[config.mk]
export PLATFORM = sky130hd
export DESIGN_NAME = aafu_top
export DESIGN_NICKNAME = d
export VERILOG_FILES = /design/src/rtl/aafu_pkg.sv /design/src/rtl/aafu_clear_seq.sv /design/src/rtl/aafu_sample_select.sv /design/src/rtl/aafu_top.sv
export VERILOG_INCLUDE_DIRS = /design/src /design/src/rtl
export SDC_FILE = /design/constraint.sdc
export NUM_CORES = 1
export LEC_CHECK = 0
export ABC_AREA = 1
export ABC_CLOCK_PERIOD_IN_PS = 5200
export BUFFER_PORTS_ARGS = -buffer_cell sky130_fd_sc_hd__buf_2
export CAP_MARGIN = 20
export CORE_ASPECT_RATIO = 1.75
export CORE_UTILIZATION = 61
export CTS_BUF_LIST = sky130_fd_sc_hd__clkbuf_16
export DETAILED_ROUTE_END_ITERATION = 16
export PLACE_DENSITY_LB_ADDON = 0.05
export SKIP_LAST_GASP = 1
export SYNTH_ARGS = -nofsm -noshare
export SYNTH_HDL_FRONTEND = slang
export SYNTH_SLANG_ARGS = --single-unit
[constraint.sdc]
create_clock -name MCLK -period 5.2 [get_ports MCLK]
set_input_delay 0.78 -clock MCLK [delete_from_list [all_inputs] [get_ports MCLK]]
set_output_delay 0.78 -clock MCLK [all_outputs]
set_load 0.01 [all_outputs]
[src/rtl/aafu_map.svh]
// constants for the accumulate/filter unit: widths, reset values, mode codes, timing
// assumes inclusion by the package and the design modules only
`ifndef AAFU_MAP_SVH
`define AAFU_MAP_SVH
`define AAFU_ACC_W        18
`define AAFU_RES_W        12
`define AAFU_CNT_W        8
`define AAFU_SHIFT_W      3
`define AAFU_MODE_W       3
`define AAFU_CNT_SAT      8'hff
`define AAFU_ACC_RST      18'h00000
`define AAFU_CNT_RST      8'h00
`define AAFU_MODE_BASIC   3'h0
`define AAFU_MODE_ACCUM   3'h1
`define AAFU_MODE_AVG     3'h2
`define AAFU_MODE_BURST   3'h3
`define AAFU_MODE_LPF     3'h4
`define AAFU_CLR_CYCLES   3'h5
`endif

[src/rtl/aafu_pkg.sv]
// types for the accumulate/filter unit
// assumes aafu_map.svh is on the include path
`include "aafu_map.svh"
package aafu_pkg;
  typedef enum logic [2:0] {
    AAFU_BASIC = 3'b000,
    AAFU_ACCUM = 3'b001,
    AAFU_AVG   = 3'b010,
    AAFU_BURST = 3'b011,
    AAFU_LPF   = 3'b100
  } aafu_mode_type;

  typedef enum logic [1:0] {
    AAFU_IDLE   = 2'b00,
    AAFU_CLEAR  = 2'b01,
    AAFU_WAIT   = 2'b10
  } aafu_clr_state_type;

  typedef struct packed {
    logic                    valid;
    logic                    signed_neg;
    logic [`AAFU_ACC_W-1:0]  magnitude;
  } aafu_sample_type;
endpackage

[src/rtl/aafu_clear_seq.sv]
// multi-cycle clear sequencer: holds clear active then one wait state before idle
// assumes the request is a level from software, cleared by aafu_top once clearing ends
module aafu_clear_seq
  import aafu_pkg::*;
(
  input  wire logic clk,
  input  wire logic rst,
  input  wire logic req_set,
  output logic      clearing,
  output logic      busy
);
  aafu_clr_state_type state_reg;
  aafu_clr_state_type state_next;
  logic [2:0]         cnt_reg;

  always_comb begin
    state_next = state_reg;
    case (state_reg)
      AAFU_IDLE:  if (req_set) state_next = AAFU_CLEAR;
      AAFU_CLEAR: if (cnt_reg == `AAFU_CLR_CYCLES - 3'h1) state_next = AAFU_WAIT;
      AAFU_WAIT:  state_next = AAFU_IDLE;
      default:    state_next = AAFU_IDLE;
    endcase
  end

  always_ff @(posedge clk or posedge rst) begin
    if (rst) begin
      state_reg <= AAFU_IDLE;
    end else begin
      state_reg <= state_next;
    end
  end

  always_ff @(posedge clk or posedge rst) begin
    if (rst) begin
      cnt_reg <= 3'h0;
    end else if (state_reg == AAFU_CLEAR) begin
      cnt_reg <= cnt_reg + 3'h1;
    end else begin
      cnt_reg <= 3'h0;
    end
  end

  assign clearing = (state_reg == AAFU_CLEAR) || (req_set && state_reg == AAFU_IDLE);
  assign busy     = (state_reg != AAFU_IDLE) || req_set;
endmodule

[src/rtl/aafu_sample_select.sv]
// forms the signed sample term from one or two conversion results
// assumes results arrive with a one-cycle valid strobe from the conversion core
module aafu_sample_select
  import aafu_pkg::*;
#(
  parameter int RES_W = `AAFU_RES_W
) (
  input  wire logic             clk,
  input  wire logic             rst,
  input  wire logic             double_sample_enable,
  input  wire logic             res_valid,
  input  wire logic [RES_W-1:0] res,
  output aafu_sample_type       sample,
  output logic [RES_W-1:0]      prev
);
  logic             second_reg;
  logic [RES_W-1:0] prev_reg;
  logic [RES_W-1:0] prev_out_reg;

  // second conversion of a pair flags the cycle as complete
  always_ff @(posedge clk or posedge rst) begin
    if (rst) begin
      second_reg <= 1'b0;
    end else if (!double_sample_enable) begin
      second_reg <= 1'b0;
    end else if (res_valid) begin
      second_reg <= !second_reg;
    end
  end

  always_ff @(posedge clk or posedge rst) begin
    if (rst) begin
      prev_reg <= '0;
    end else if (res_valid) begin
      prev_reg <= res;
    end
  end

  always_comb begin
    sample = '0;
    if (!double_sample_enable) begin
      sample.valid     = res_valid;
      sample.magnitude = `AAFU_ACC_W'(res);
    end else begin
      sample.valid = res_valid && second_reg;
      if (res >= prev_reg) begin
        sample.magnitude = `AAFU_ACC_W'(res - prev_reg);
      end else begin
        sample.signed_neg = 1'b1;
        sample.magnitude  = `AAFU_ACC_W'(prev_reg - res);
      end
    end
  end

  // reported previous sample trails by one result, so after a pair it holds sample one
  always_ff @(posedge clk or posedge rst) begin
    if (rst) begin
      prev_out_reg <= '0;
    end else if (res_valid) begin
      prev_out_reg <= prev_reg;
    end
  end

  assign prev = prev_out_reg;
endmodule

[src/rtl/aafu_top.sv]
// accumulate/filter unit: accumulator, sample counter, filtered value and threshold qualifier
// assumes conversion results arrive synchronous to MCLK, one cycle strobe each
module aafu_top
  import aafu_pkg::*;
#(
  parameter int ACC_W   = `AAFU_ACC_W,
  parameter int RES_W   = `AAFU_RES_W,
  parameter int CNT_W   = `AAFU_CNT_W,
  parameter int SHIFT_W = `AAFU_SHIFT_W
) (
  input  wire logic               MCLK,
  input  wire logic               RESET,
  input  wire logic [2:0]         COMPUTATION_MODE_SELECT,
  input  wire logic               DOUBLE_SAMPLE_ENABLE,
  input  wire logic [SHIFT_W-1:0] SHIFT_AMOUNT,
  input  wire logic [CNT_W-1:0]   REPEAT_TARGET,
  input  wire logic               ACCUMULATOR_CLEAR_SET,
  input  wire logic               START_TRIGGER,
  input  wire logic               CONVERSION_VALID,
  input  wire logic [RES_W-1:0]   CONVERSION_RESULT,
  output logic                    ACCUMULATOR_CLEAR_REQUEST,
  output logic [ACC_W-1:0]        ACCUMULATOR_VALUE,
  output logic [CNT_W-1:0]        SAMPLE_COUNTER,
  output logic                    ACCUMULATOR_OVERFLOW_FLAG,
  output logic [ACC_W-1:0]        FILTERED_RESULT,
  output logic [RES_W-1:0]        PREVIOUS_SAMPLE,
  output logic                    THRESHOLD_TEST_STROBE,
  output logic                    RETRIGGER
);
  aafu_sample_type        sample;
  logic [RES_W-1:0]       prev;
  logic                   clearing;
  logic                   clr_busy;
  aafu_mode_type          mode;
  logic [ACC_W-1:0]       acc_reg;
  logic [ACC_W-1:0]       acc_next;
  logic                   acc_carry;
  logic [CNT_W-1:0]       cnt_reg;
  logic                   ovf_reg;
  logic [ACC_W-1:0]       flt_reg;
  logic                   test_reg;
  logic                   retrig_reg;
  logic                   clr_req_reg;
  logic                   auto_clear;
  logic                   accumulating;
  logic                   at_target;
  logic [CNT_W:0]         cnt_after;
  logic [CNT_W-1:0]       cnt_next;
  logic                   ovf_next;
  logic                   test_next;
  logic                   retrig_next;

  // unknown codes fall back to basic mode
  function automatic aafu_mode_type decode_mode(input logic [2:0] code);
    case (code)
      `AAFU_MODE_ACCUM: decode_mode = AAFU_ACCUM;
      `AAFU_MODE_AVG:   decode_mode = AAFU_AVG;
      `AAFU_MODE_BURST: decode_mode = AAFU_BURST;
      `AAFU_MODE_LPF:   decode_mode = AAFU_LPF;
      default:          decode_mode = AAFU_BASIC;
    endcase
  endfunction

  assign mode = decode_mode(COMPUTATION_MODE_SELECT);

  aafu_sample_select #(
    .RES_W (RES_W)
  ) u_sel (
    .clk       (MCLK),
    .rst       (RESET),
    .double_sample_enable      (DOUBLE_SAMPLE_ENABLE),
    .res_valid (CONVERSION_VALID),
    .res       (CONVERSION_RESULT),
    .sample    (sample),
    .prev      (prev)
  );

  aafu_clear_seq u_clr (
    .clk      (MCLK),
    .rst      (RESET),
    .req_set  (ACCUMULATOR_CLEAR_SET | clr_req_reg),
    .clearing (clearing),
    .busy     (clr_busy)
  );

  assign at_target    = (cnt_reg >= REPEAT_TARGET);
  assign accumulating = sample.valid && (mode != AAFU_BASIC) && !clearing;

  // count after this sample, one bit wider so a saturated counter cannot wrap
  assign cnt_after = {1'b0, cnt_reg} + {{CNT_W{1'b0}}, 1'b1};

  // automatic clear at start trigger only, never at retrigger (average mode at target, burst mode)
  always_comb begin
    auto_clear = 1'b0;
    if (START_TRIGGER) begin
      if (mode == AAFU_AVG && at_target) begin
        auto_clear = 1'b1;
      end else if (mode == AAFU_BURST) begin
        auto_clear = 1'b1;
      end
    end
  end

  // next accumulator value with carry out for overflow
  always_comb begin
    logic [ACC_W:0] base;
    logic [ACC_W:0] sum;
    sum  = '0;
    base = {1'b0, acc_reg};
    if (mode == AAFU_LPF) begin
      base = {1'b0, acc_reg - (acc_reg >> SHIFT_AMOUNT)};
    end
    if (sample.signed_neg) begin
      sum = base - {1'b0, sample.magnitude};
    end else begin
      sum = base + {1'b0, sample.magnitude};
    end
    acc_next  = sum[ACC_W-1:0];
    acc_carry = sum[ACC_W];
  end

  always_ff @(posedge MCLK or posedge RESET) begin
    if (RESET) begin
      acc_reg <= `AAFU_ACC_RST;
    end else if (clearing || auto_clear) begin
      acc_reg <= `AAFU_ACC_RST;
    end else if (accumulating) begin
      acc_reg <= acc_next;
    end
  end

  // clear first, then one step per accumulated sample, holding at saturation
  always_comb begin
    cnt_next = cnt_reg;
    if (clearing || auto_clear) begin
      cnt_next = `AAFU_CNT_RST;
    end else if (accumulating && cnt_reg != `AAFU_CNT_SAT) begin
      cnt_next = cnt_after[CNT_W-1:0];
    end
  end

  always_ff @(posedge MCLK or posedge RESET) begin
    if (RESET) begin
      cnt_reg <= `AAFU_CNT_RST;
    end else begin
      cnt_reg <= cnt_next;
    end
  end

  // positive carry is overflow; a borrow on subtraction is not
  always_comb begin
    ovf_next = ovf_reg;
    if (clearing) begin
      ovf_next = 1'b0;
    end else if (accumulating && !auto_clear && acc_carry && !sample.signed_neg) begin
      ovf_next = 1'b1;
    end
  end

  always_ff @(posedge MCLK or posedge RESET) begin
    if (RESET) begin
      ovf_reg <= 1'b0;
    end else begin
      ovf_reg <= ovf_next;
    end
  end

  always_ff @(posedge MCLK or posedge RESET) begin
    if (RESET) begin
      flt_reg <= `AAFU_ACC_RST;
    end else if (mode != AAFU_BASIC) begin
      flt_reg <= acc_reg >> SHIFT_AMOUNT;
    end
  end

  // threshold qualifier pulses at the port two cycles after a completed computation cycle
  always_comb begin
    test_next = 1'b0;
    if (!sample.valid || clearing || auto_clear) begin
      test_next = 1'b0;
    end else if (mode == AAFU_BASIC || mode == AAFU_ACCUM) begin
      test_next = 1'b1;
    end else begin
      test_next = (cnt_after >= {1'b0, REPEAT_TARGET}) || (cnt_reg == `AAFU_CNT_SAT);
    end
  end

  always_ff @(posedge MCLK or posedge RESET) begin
    if (RESET) begin
      test_reg <= 1'b0;
    end else begin
      test_reg <= test_next;
    end
  end

  // burst mode asks for another conversion while below target
  always_comb begin
    retrig_next = 1'b0;
    if (mode == AAFU_BURST && accumulating && !auto_clear) begin
      retrig_next = (cnt_after < {1'b0, REPEAT_TARGET});
    end
  end

  always_ff @(posedge MCLK or posedge RESET) begin
    if (RESET) begin
      retrig_reg <= 1'b0;
    end else begin
      retrig_reg <= retrig_next;
    end
  end

  always_ff @(posedge MCLK or posedge RESET) begin
    if (RESET) begin
      clr_req_reg <= 1'b0;
    end else begin
      clr_req_reg <= clr_busy && !(ACCUMULATOR_CLEAR_SET == 1'b0 && !clearing && clr_req_reg);
    end
  end

  // port copies, overflow flag masked to 0 in basic mode: every output leaves straight from its own flop
  always_ff @(posedge MCLK or posedge RESET) begin
    if (RESET) begin
      ACCUMULATOR_CLEAR_REQUEST <= 1'b0;
    end else begin
      ACCUMULATOR_CLEAR_REQUEST <= clr_req_reg;
    end
  end

  always_ff @(posedge MCLK or posedge RESET) begin
    if (RESET) begin
      ACCUMULATOR_VALUE <= `AAFU_ACC_RST;
    end else begin
      ACCUMULATOR_VALUE <= acc_reg;
    end
  end

  always_ff @(posedge MCLK or posedge RESET) begin
    if (RESET) begin
      SAMPLE_COUNTER <= `AAFU_CNT_RST;
    end else begin
      SAMPLE_COUNTER <= cnt_reg;
    end
  end

  always_ff @(posedge MCLK or posedge RESET) begin
    if (RESET) begin
      ACCUMULATOR_OVERFLOW_FLAG <= 1'b0;
    end else begin
      ACCUMULATOR_OVERFLOW_FLAG <= ovf_reg && (mode != AAFU_BASIC);
    end
  end

  always_ff @(posedge MCLK or posedge RESET) begin
    if (RESET) begin
      FILTERED_RESULT <= `AAFU_ACC_RST;
    end else begin
      FILTERED_RESULT <= flt_reg;
    end
  end

  always_ff @(posedge MCLK or posedge RESET) begin
    if (RESET) begin
      PREVIOUS_SAMPLE <= '0;
    end else begin
      PREVIOUS_SAMPLE <= prev;
    end
  end

  always_ff @(posedge MCLK or posedge RESET) begin
    if (RESET) begin
      THRESHOLD_TEST_STROBE <= 1'b0;
    end else begin
      THRESHOLD_TEST_STROBE <= test_reg;
    end
  end

  always_ff @(posedge MCLK or posedge RESET) begin
    if (RESET) begin
      RETRIGGER <= 1'b0;
    end else begin
      RETRIGGER <= retrig_reg;
    end
  end
endmodule
==> metrics.md, run 1 <==
| Metric | Value |
|---|---|
| Slew margin rel. | `0.365` |
| Status | `complete, no violations` |
| Hold_sp | `retrig_reg` |
| Yosys top cell by area | `dfrtp_1` |
| Worst setup SP type | `input port` |
| Max Slew Vio Count | `0` |
| Largest register FFs | `24` |
| Endpoints failing setup | `0` |
| Starting Density | `0.622` |
| CTS clk-pin slew, worst paths | `70 ps` |
| Worst Skew | `11.2 ps` |
| Nets@finish | `1546` |
| Worst reg2reg endpoint | `ovf_reg` |
| Hold-fix buffers, CTS | `0` |
| Commonest non-fill, non-tap cell in the layout | `nand2_1` |
| Clk_lat worst skew | `430 ps` |
| Initial DRT Pass Iterations | `5` |
| Reg-to-reg startpoint | `acc_reg[11]` |
| Top cells by area, synth | `dfrtp_1 36%, nand2_1 14%, ha_1 11%, inv_1 7.1%, o21ai_0 6.5%` |
| IO Count | `92` |
| H-Tree Level Count | `4` |
| Slew @ Worst Pin | `953 ps` |
| Fillers | `1256` |
| Sequential area share after synthesis | `0.363` |
| Core Area | `15300 sq um` |
| Wire per inst | `16.0 microns` |
| Avg Inst Size Synth | `7.46 sq um` |
| EDFF count, synth | `0` |
| Layout cells sized above 1 | `0.171` |
| Port bufs | `91` |
| Ys flop type | `dfrtp_1` |
| CP Data Arrival Time | `5210 ps` |
| Routed WL | `26.1 mm` |
| Synth cell types | `49` |
| CTS Buf Count | `17` |
| Final worst path period need | `4860 ps` |
| CP Capture Type | `register` |
| Die area | `16100 sq um` |
| Seq. cell area | `3450 sq um` |
| Commonest non-fill, non-tap cells in the layout | `350 x nand2_1, 177 x inv_1, 138 x dfrtp_1` |
| RSZ-0062 raised after global routing | `no` |
| Pin count of the biggest net entering global routing | `107` |
| #FFs+latches synth | `138` |
| First-pass GRT wire length | `41.6 mm` |
| Initial antenna violation count | `0` |
| MaxCap Viol Count | `0` |
| Hold path endpoint | `RETRIGGER` |
| Critical path class | `input port to register` |
| Yosys top cell area share | `0.363` |
| Post-DRT Antenna Nets | `0` |
| RePlAce Congestion | `0.915` |
| HPWL after detailed placement | `20.3 mm` |
| Hold Crit Depth | `0` |
| Clk sinks | `138` |
| Die Width | `96.5 microns` |
| Max Buffers Root-to-Sink | `2` |
| Fin. Hold Viols | `0` |
| Via/cell ratio | `5.53` |
| Lkg Pwr | `0.00625 uW` |
| Final core occ | `0.738` |
| Synth warn | `0` |
| Total power | `4060 uW` |
| CP required | `5550 ps` |
| Synth-to-Final Area Change | `18.7%` |
| Die Y | `167 microns` |
| Vias in the first global route | `8898` |
| Drt drc | `0` |
| Asr flop ratio synth | `1.00` |
| Hold Path Class | `register to register` |
| Ant diodes | `0` |
| Maximum clock frequency | `206 MHz` |
| Total track usage | `0.342` |
| Row cnt | `60` |
| Critical path peak fanout | `9` |
| Root Driver | `clkbuf_16` |
| GR Overflow Total | `0` |
| Drt first-iter violations | `459` |
| Worst reg2reg path depth | `24` |
| Via count | `9007` |
| CTS tree | `yes` |
| Power density cells | `359 nW/um^2` |
| Post-synthesis instance area | `9530 sq um` |
| Post-Synthesis Cells | `1277` |
| Fin crit share | `0.935` |
| Flop-to-flop setup slack | `350 ps` |
| Syn nets | `1394` |
| VDD IR-drop max | `0.265 mV` |
| Multi-input gate area in the final layout | `5240 sq um` |
==> how the worst max path moves through the flow <==
stage,from,endpoint,slack (ps),cells past startpoint
CTS,SHIFT_AMOUNT[0],acc_reg[14],310,32
floorplan,SHIFT_AMOUNT[0],acc_reg[16],170,33
finish,SHIFT_AMOUNT[0],ovf_reg,340,24
global placement,SHIFT_AMOUNT[0],ovf_reg,-60,24
detailed placement,SHIFT_AMOUNT[0],acc_reg[14],-120,32
global route,SHIFT_AMOUNT[0],acc_reg[14],4,28
==> final cells by class <==
cell class                 instances  area share
multi-input combinational        926       0.463
sequential                       138       0.305
timing repair buffer             166      0.0923
inverter                         180      0.0602
clock buffer                      17      0.0376
tap                              186      0.0206
clock inverter                    15      0.0204
==> where the power goes <==
part	switching [uW]	leakage, uW	internal (uW)	total, uW
Sequential	63.8	0.00181	1190	1250
Clock	550	0.000324	828	1380
Combinational	881	0.00411	554	1430
==> Yosys cell counts (all sizes together) (10+ instances only) <==
library cell,n
or2,13
nand4,14
xor2,25
xnor2,13
nor3,10
clkbuf,27
o21ai,125
ha,81
a21oi,58
nand2,363
nor2,80
nand3,76
dfrtp,138
inv,180
a211oi,15
==> logic make-up (layout without fill, tap and decap cells) <==
family | count (synthesis) | count (layout) | synth area share
AOI/OAI and AO/OA | 236 | 236 | 0.139
xor gates and xnor gates | 38 | 38 | 0.0349
adders and majority gates | 85 | 85 | 0.115
buffers and inverters | 213 | 378 | 0.0893
DFF | 138 | 138 | 0.363
muxes | 4 | 4 | 0.00420
and+or+nand+nor | 563 | 563 | 0.256
==> what timing repair did <==
action / in CTS / in global routing
setup endpoints to repair: 0 / 6
setup buffers: 0 / 0
gates resized for setup: 0 / 6
==> routing by layer <==
metal / vias to the layer above / global-route usage / share of wire / routed length, microns
li1: 4448 / - / - / -
met1: 4165 / 0.320 / 0.34 / 8780
met2: 273 / 0.632 / 0.55 / 14300
met3: 121 / 0.0522 / 0.035 / 921
met4: 0 / 0.256 / 0.081 / 2110
met5: - / 0 / 0 / 0
==> worst max-delay path, cell delays in order <==
cell,delay [ps]
buf_2,130
inv_2,80
o21ai_0,310
mux2i_1,200
o21ai_0,180
inv_1,70
ha_1,290
a21oi_1,220
o21ai_0,150
nand2_1,90
o211ai_1,110
a31oi_1,350
o21ai_0,160
or2_2,290
nand3_1,60
o21ai_0,100
ha_1,390
a21oi_1,260
o21ai_0,120
a211oi_1,280
o311ai_0,240
nand3_1,140
nand3_1,80
a21oi_1,120
==> metrics by stage <==
| stage | TNS, ps | hold WS, ps | setup WS (ps) | area, sq um | cells |
|---|---|---|---|---|---|
| floorplan | 0 | 331 | 170 | 9530 | 1277 |
| global placement | -55.3 | 335 | -55.3 | 10600 | 1596 |
| detailed placement | -385 | 343 | -119 | 10600 | 1596 |
| CTS | 0 | 353 | 309 | 11300 | 1628 |
| global route | 0 | 358 | 3.96 | 11300 | 1628 |
| finish | 0 | 352 | 339 | 11300 | 1628 |
Power figures use the tool's default switching activity.
==> inputs of run 2 (changes only) <==
--- a/config.mk
+++ b/config.mk
@@ -11,8 +11,8 @@
 export BUFFER_PORTS_ARGS = -buffer_cell sky130_fd_sc_hd__buf_2
 export CAP_MARGIN = 20
 export CORE_ASPECT_RATIO = 1.75
-export CORE_UTILIZATION = 61
-export CTS_BUF_LIST = sky130_fd_sc_hd__clkbuf_16
+export CORE_UTILIZATION = 62
+export CTS_BUF_LIST = sky130_fd_sc_hd__clkbuf_4 sky130_fd_sc_hd__clkbuf_8
 export DETAILED_ROUTE_END_ITERATION = 16
 export PLACE_DENSITY_LB_ADDON = 0.05
 export SKIP_LAST_GASP = 1
==> metrics.md, run 2 (same netlist as run 1, synthesis figures left out) <==
| Metric | Value |
|---|---|
| Status | `complete, no violations (unchanged)` |
| Setup TNS | `0 ps (unchanged)` |
| Largest register FFs | `24 (unchanged)` |
| RePlAce Congestion | `0.937 (was 0.915)` |
| Die Y | `166 microns (was 167 microns)` |
| Wire per inst | `16.0 microns (about the same)` |
| CTS clk-pin slew, worst paths | `90 ps (was 70 ps)` |
| Setup Buffers After CTS | `0 (unchanged)` |
| Placed instance area | `10700 sq um (was 10600 sq um)` |
| Max Slew Vio Count | `0 (unchanged)` |
| Total track usage | `0.351 (was 0.342)` |
| Ant diodes | `0 (unchanged)` |
| VDD IR-drop max | `0.242 mV (was 0.265 mV)` |
| Post-layout instance area | `11200 sq um (was 11300 sq um)` |
| Initial DRT Pass Iterations | `6 (was 5)` |
| Drt drc | `0 (unchanged)` |
| Worst setup SP type | `input port (unchanged)` |
| Worst Skew | `19.0 ps (was 11.2 ps)` |
| Post-DRT Antenna Nets | `0 (unchanged)` |
| Maximum clock frequency | `206 MHz (about the same)` |
| Drt first-iter violations | `390 (was 459)` |
| CTS tree | `yes (unchanged)` |
| Slew @ Worst Pin | `855 ps (was 953 ps)` |
| Die area | `15900 sq um (was 16100 sq um)` |
| Fin. Hold Viols | `0 (unchanged)` |
| CP Capture Type | `register (unchanged)` |
| Final worst path period need | `4860 ps (about the same)` |
| CP Data Arrival Time | `5240 ps (was 5210 ps)` |
| Commonest non-fill, non-tap cell in the layout | `nand2_1 (unchanged)` |
| Critical path peak fanout | `11 (was 9)` |
| H-Tree Level Count | `4 (unchanged)` |
| Initial antenna violation count | `0 (unchanged)` |
| Hold_sp | `test_reg (was retrig_reg)` |
| Routed WL | `26.3 mm (was 26.1 mm)` |
| GR Overflow Total | `0 (unchanged)` |
| MaxCap Viol Count | `0 (unchanged)` |
| Max Buffers Root-to-Sink | `2 (unchanged)` |
| CTS Buf Count | `17 (unchanged)` |
| Worst path max stage delay | `290 ps (was 390 ps)` |
| CP required | `5580 ps (was 5550 ps)` |
| RSZ-0062 raised after global routing | `no (unchanged)` |
| Core Area | `14900 sq um (was 15300 sq um)` |
| Hold Path Class | `register to register (unchanged)` |
| Endpoints failing setup | `0 (unchanged)` |
| CP Launch Point | `SHIFT_AMOUNT[1] (was SHIFT_AMOUNT[0])` |
| Synth-to-Final Area Change | `17.2% (was 18.7%)` |
| Root Driver | `clkbuf_8 (was clkbuf_16)` |
| Die Width | `95.7 microns (was 96.5 microns)` |
| Power density cells | `332 nW/um^2 (was 359 nW/um^2)` |
| Via count | `9124 (was 9007)` |
| Clk sinks | `138 (unchanged)` |
| Slew margin rel. | `0.430 (was 0.365)` |
| IO Count | `92 (unchanged)` |
| Port bufs | `91 (unchanged)` |
| Critical path class | `input port to register (unchanged)` |
| Row cnt | `59 (was 60)` |
| Reg-to-reg startpoint | `acc_reg[6] (was acc_reg[11])` |
| Via/cell ratio | `5.57 (was 5.53)` |
| Lkg Pwr | `0.00620 uW (was 0.00625 uW)` |
| Pin count of the biggest net entering global routing | `97 (was 107)` |
| Starting Density | `0.639 (was 0.622)` |
| Layout cells sized above 1 | `0.177 (was 0.171)` |
| Total power | `3710 uW (was 4060 uW)` |
| Hold-fix buffers, CTS | `0 (unchanged)` |
| Slowest-stage cell, CP | `mux2i_1 (was ha_1)` |
| HPWL after detailed placement | `20.6 mm (was 20.3 mm)` |
| First-pass GRT wire length | `42.4 mm (was 41.6 mm)` |
| Clk_lat worst skew | `460 ps (was 430 ps)` |
| Vias in the first global route | `9211 (was 8898)` |
| Fin crit share | `0.935 (about the same)` |
| Commonest non-fill, non-tap cells in the layout | `350 x nand2_1, 178 x inv_1, 138 x dfrtp_1 (was 350 x nand2_1, 177 x inv_1, 138 x dfrtp_1)` |
| Nets@finish | `1559 (was 1546)` |
run 2: cell count changes in the layout (fill, tap and decap cells not counted), moves of 2 or more:
| cell | delta |
|---|---|
| clkbuf_16 | -17 |
| clkbuf_8 | +17 |
| buf_4 | +14 |
| inv_6 | -2 |
| inv_8 | +2 |
run 2: routing by layer:
metal  track usage  wire length (microns)
met5             0                      0
met3        0.0582                   1170
met1         0.331                   8670
met4         0.270                   2220
met2         0.641                  14200
run 2: critical path: cells and delay by family:
kind            cells  cell delay (ps)
mux                 1              290
fa+ha+maj           2              530
simple gates        5              600
compound gates     12             1890
buf+inv             8             1160
run 2: final timing paths:
| kind | to | slack (ps) | cells after the start |
|---|---|---|---|
| max | ovf_reg | 340 | 28 |
| min | THRESHOLD_TEST_STROBE | 360 | 0 |
| max reg2reg | ovf_reg | 420 | 27 |
| min reg2reg | THRESHOLD_TEST_STROBE | 360 | 0 |
| max in group asynchronous | flt_reg[9] | 3630 | 3 |
| min in group asynchronous | flt_reg[1] | 490 | 2 |
run 2: power breakdown:
group	internal (uW)	switching, uW	total, uW
registers	1180	66.1	1250
logic	572	879	1450
clock network	504	503	1010
run 2: final cells by class:
cell class,instances,area (sq um)
multi-input combinational,926,5230
fill,1231,3740
sequential,138,3450
timing repair buffer,179,1130
inverter,180,681
clock buffer,18,241
tap,183,229
clock inverter,14,200
run 2: per-stage QoR:
stage / instances / util / hold WS (ps) / worst slack (ps)
6_report: 1638 / 0.749 / 362 / 340
5_1_grt: 1638 / 0.749 / 369 / 10.9
4_1_cts: 1638 / 0.749 / 365 / 324
3_5_place_dp: 1606 / 0.719 / 345 / -138
3_3_place_gp: 1606 / 0.719 / 333 / -99.6
2_1_floorplan: 1277 / - / 331 / 170
run 2: timing repair:
| action | in CTS | in global routing |
|---|---|---|
| resized for setup | 0 | 3 |
| endpoints found under the setup margin | 0 | 5 |
| hold endpoints to repair | 0 | 0 |
==> inputs of run 3 (changes only) <==
--- a/config.mk
+++ b/config.mk
@@ -6,7 +6,7 @@
 export SDC_FILE = /design/constraint.sdc
 export NUM_CORES = 1
 export LEC_CHECK = 0
-export ABC_AREA = 1
+export ABC_AREA = 0
 export ABC_CLOCK_PERIOD_IN_PS = 5200
 export BUFFER_PORTS_ARGS = -buffer_cell sky130_fd_sc_hd__buf_2
 export CAP_MARGIN = 20
@@ -15,6 +15,7 @@
 export CTS_BUF_LIST = sky130_fd_sc_hd__clkbuf_4 sky130_fd_sc_hd__clkbuf_8
 export DETAILED_ROUTE_END_ITERATION = 16
 export PLACE_DENSITY_LB_ADDON = 0.05
+export REMOVE_ABC_BUFFERS = 1
 export SKIP_LAST_GASP = 1
 export SYNTH_ARGS = -nofsm -noshare
 export SYNTH_HDL_FRONTEND = slang
==> metrics.md, run 3 <==
| Metric | Value |
|---|---|
| EDFF count, synth | `0 (unchanged)` |
| CP Data Arrival Time | `5570 ps (was 5240 ps)` |
| Row cnt | `58 (was 59)` |
| Slew margin rel. | `0.446 (was 0.430)` |
| Drt drc | `0 (unchanged)` |
| Synth cell count leaders | `138 x dfrtp_1, 121 x nand2_1, 81 x ha_1 (was 350 x nand2_1, 179 x inv_1, 138 x dfrtp_1)` |
| Worst setup SP type | `input port (unchanged)` |
| HPWL after detailed placement | `18.3 mm (was 20.6 mm)` |
| CTS Buf Count | `17 (unchanged)` |
| Starting Density | `0.632 (was 0.639)` |
| Fillers | `973 (was 1231)` |
| Vias in the first global route | `8481 (was 9211)` |
| Endpoints failing setup | `0 (unchanged)` |
| Worst reg2reg endpoint | `acc_reg[16] (was ovf_reg)` |
| RePlAce Congestion | `0.956 (was 0.937)` |
| Die Y | `162 microns (was 166 microns)` |
| VDD IR-drop max | `0.172 mV (was 0.242 mV)` |
| Critical path class | `input port to register (unchanged)` |
| CTS clk-pin slew, worst paths | `90 ps (about the same)` |
| Power density cells | `286 nW/um^2 (was 332 nW/um^2)` |
| Post-layout instance area | `11500 sq um (was 11200 sq um)` |
| Flop-to-flop setup slack | `40 ps (was 420 ps)` |
| Final worst path period need | `5200 ps (was 4860 ps)` |
| Hold path endpoint | `THRESHOLD_TEST_STROBE (unchanged)` |
| Die area | `15100 sq um (was 15900 sq um)` |
| Sequential area share after synthesis | `0.382 (was 0.363)` |
| Ant diodes | `0 (unchanged)` |
| Clk_lat worst skew | `450 ps (was 460 ps)` |
| Worst Skew | `16.1 ps (was 19.0 ps)` |
| RSZ-0062 raised after global routing | `yes (was no)` |
| Slew @ Worst Pin | `829 ps (was 855 ps)` |
| Hold_sp | `test_reg (unchanged)` |
| CP required | `5580 ps (about the same)` |
| Yosys top cell by area | `dfrtp_1 (unchanged)` |
| Post-Layout Cell Count | `1424 (was 1638)` |
| Reg-to-reg startpoint | `u_sel.prev_reg[2] (was acc_reg[6])` |
| Lkg Pwr | `0.00579 uW (was 0.00620 uW)` |
| IO Count | `92 (unchanged)` |
| Port bufs | `91 (unchanged)` |
| Maximum clock frequency | `192 MHz (was 206 MHz)` |
| MaxCap Viol Count | `0 (unchanged)` |
| GR Overflow Total | `0 (unchanged)` |
| Critical path peak fanout | `3 (was 11)` |
| Fin crit share | `1.00 (was 0.935)` |
| Wire per inst | `17.1 microns (was 16.0 microns)` |
| Yosys top cell area share | `0.382 (was 0.363)` |
| Top cells by area, synth | `dfrtp_1 38%, ha_1 11%, nand2_1 5.0%, a21oi_1 4.2%, o21ai_0 4.2% (was dfrtp_1 36%, nand2_1 14%, ha_1 11%, inv_1 7.1%, o21ai_0 6.5%)` |
| First-pass GRT wire length | `38.5 mm (was 42.4 mm)` |
| Status | `complete, no violations (unchanged)` |
| Die Width | `93.2 microns (was 95.7 microns)` |
| #FFs+latches synth | `138 (unchanged)` |
| Root Driver | `clkbuf_8 (unchanged)` |
| Ys flop type | `dfrtp_1 (unchanged)` |
| Layout cells sized above 1 | `0.305 (was 0.177)` |
| Synth-to-Final Area Change | `27.3% (was 17.2%)` |
| Clk sinks | `138 (unchanged)` |
| Hold Crit Depth | `0 (unchanged)` |
| Routed WL | `24.3 mm (was 26.3 mm)` |
| Total track usage | `0.328 (was 0.351)` |
| Pin count of the biggest net entering global routing | `90 (was 97)` |
| Post-Synthesis Cells | `988 (was 1277)` |
| Seq. cell area | `3450 sq um (unchanged)` |
| CTS tree | `yes (unchanged)` |
| Worst reg2reg path depth | `25 (was 27)` |
| Commonest non-fill, non-tap cells in the layout | `164 x buf_4, 138 x dfrtp_1, 121 x nand2_1 (was 350 x nand2_1, 178 x inv_1, 138 x dfrtp_1)` |
| CP Capture Type | `register (unchanged)` |
| Synth cell types | `81 (was 49)` |
| Core Area | `14300 sq um (was 14900 sq um)` |
| Max Slew Vio Count | `0 (unchanged)` |
| H-Tree Level Count | `4 (unchanged)` |
| Max Buffers Root-to-Sink | `2 (unchanged)` |
| Dpl cells | `1380 (was 1606)` |
| Post-DRT Antenna Nets | `0 (unchanged)` |
| Final core occ | `0.804 (was 0.749)` |
| Placed instance area | `10700 sq um (about the same)` |
| Via/cell ratio | `5.74 (was 5.57)` |
| Drt first-iter violations | `304 (was 390)` |
| Fin. Hold Viols | `0 (unchanged)` |
| Asr flop ratio synth | `1.00 (unchanged)` |
| Post-synthesis instance area | `9030 sq um (was 9530 sq um)` |
| Initial DRT Pass Iterations | `7 (was 6)` |
| Hold-fix buffers, CTS | `0 (unchanged)` |
| Hold Path Class | `register to register (unchanged)` |
| Multi-input gate area in the final layout | `5420 sq um (was 5230 sq um)` |
| Initial antenna violation count | `0 (unchanged)` |
| Commonest non-fill, non-tap cell in the layout | `buf_4 (was nand2_1)` |
| Nets@finish | `1348 (was 1559)` |
| Avg Inst Size Synth | `9.14 sq um (was 7.46 sq um)` |
| Most frequent cell after synthesis | `dfrtp_1 (was nand2_1)` |
| Largest register FFs | `24 (unchanged)` |
| Synth warn | `0 (unchanged)` |
| Via count | `8170 (was 9124)` |
-- run 3: per-layer routing --
layer	routed length (microns)	global-route usage	up-vias
li1	-	-	3944
met1	8670	0.323	3851
met2	13300	0.618	278
met3	788	0.0395	97
met4	1550	0.227	0
met5	0	0	-
-- run 3: critical path, cell delays in order --
cell and delay (ps):
buf_2 100, buf_6 110, ha_4 140, inv_2 40
fa_2 350, a21o_2 230, a211o_1 310, a2111o_1 450
and3_1 170, o21ai_1 140, o2111a_1 220, and2_4 140
and4_4 240, nor2_2 40, xnor2_1 120, ha_1 330
nand2_1 80, a21oi_1 40, a221o_1 330, a21oi_2 130
o21bai_1 100, a21o_1 210, buf_4 150, a211oi_2 250
xnor2_1 140, nand2_1 100, a21oi_2 140
-- run 3: logic make-up (layout without fill, tap and decap cells) --
kind of cell / after synthesis / count (layout) / synth area share
adders and majority gates: 85 / 85 / 0.121
AOI/OAI and AO/OA: 251 / 251 / 0.177
buffers and inverters: 98 / 354 / 0.0461
and+or+nand+nor: 316 / 316 / 0.166
DFF: 138 / 138 / 0.382
xor gates and xnor gates: 57 / 57 / 0.0553
muxes: 43 / 43 / 0.0515
-- run 3: per-stage QoR --
| stage | total power (uW) | hold slack, ps | setup slack (ps) | setup TNS, ps |
|---|---|---|---|---|
| global placement | 2280 | 335 | -523 | -2660 |
| CTS | 3220 | 359 | 8.10 | 0 |
| detailed placement | 2310 | 337 | -560 | -3210 |
| global route | 3460 | 372 | -227 | -528 |
| floorplan | 1850 | 331 | -177 | -573 |
| finish | 3290 | 356 | 2.10 | 0 |
-- run 3: worst max path at each step --
stage,slack [ps],to,cells past startpoint,start
global placement,-520,ovf_reg,24,CONVERSION_RESULT[2]
finish,2,acc_reg[16],27,CONVERSION_RESULT[0]
CTS,8,ovf_reg,25,CONVERSION_RESULT[4]
global route,-230,acc_reg[16],25,u_sel.prev_reg[2]
floorplan,-180,ovf_reg,23,CONVERSION_RESULT[2]
detailed placement,-560,ovf_reg,26,CONVERSION_RESULT[0]
-- run 3: what timing repair did --
item | in CTS | in global routing
endpoints found under the setup margin | 3 | 6
setup buffers | 1 | 11
cloned | 0 | 0
pin swaps | 4 | 43
resized for setup | 10 | 55
-- run 3: final cells by class --
| cell class | instances | share of cell area |
|---|---|---|
| Timing Repair Buffer | 261 | 0.154 |
| Tap cell | 180 | 0.0196 |
| Inverter | 61 | 0.0204 |
| Sequential cell | 138 | 0.300 |
| Clock inverter | 15 | 0.0139 |
| Clock buffer | 17 | 0.0204 |
| Multi-Input combinational cell | 752 | 0.471 |
-- run 3: where the power goes --
part / internal, uW / switching [uW]
combinational: 566 / 622
clock: 399 / 503
sequential: 1150 / 44.5
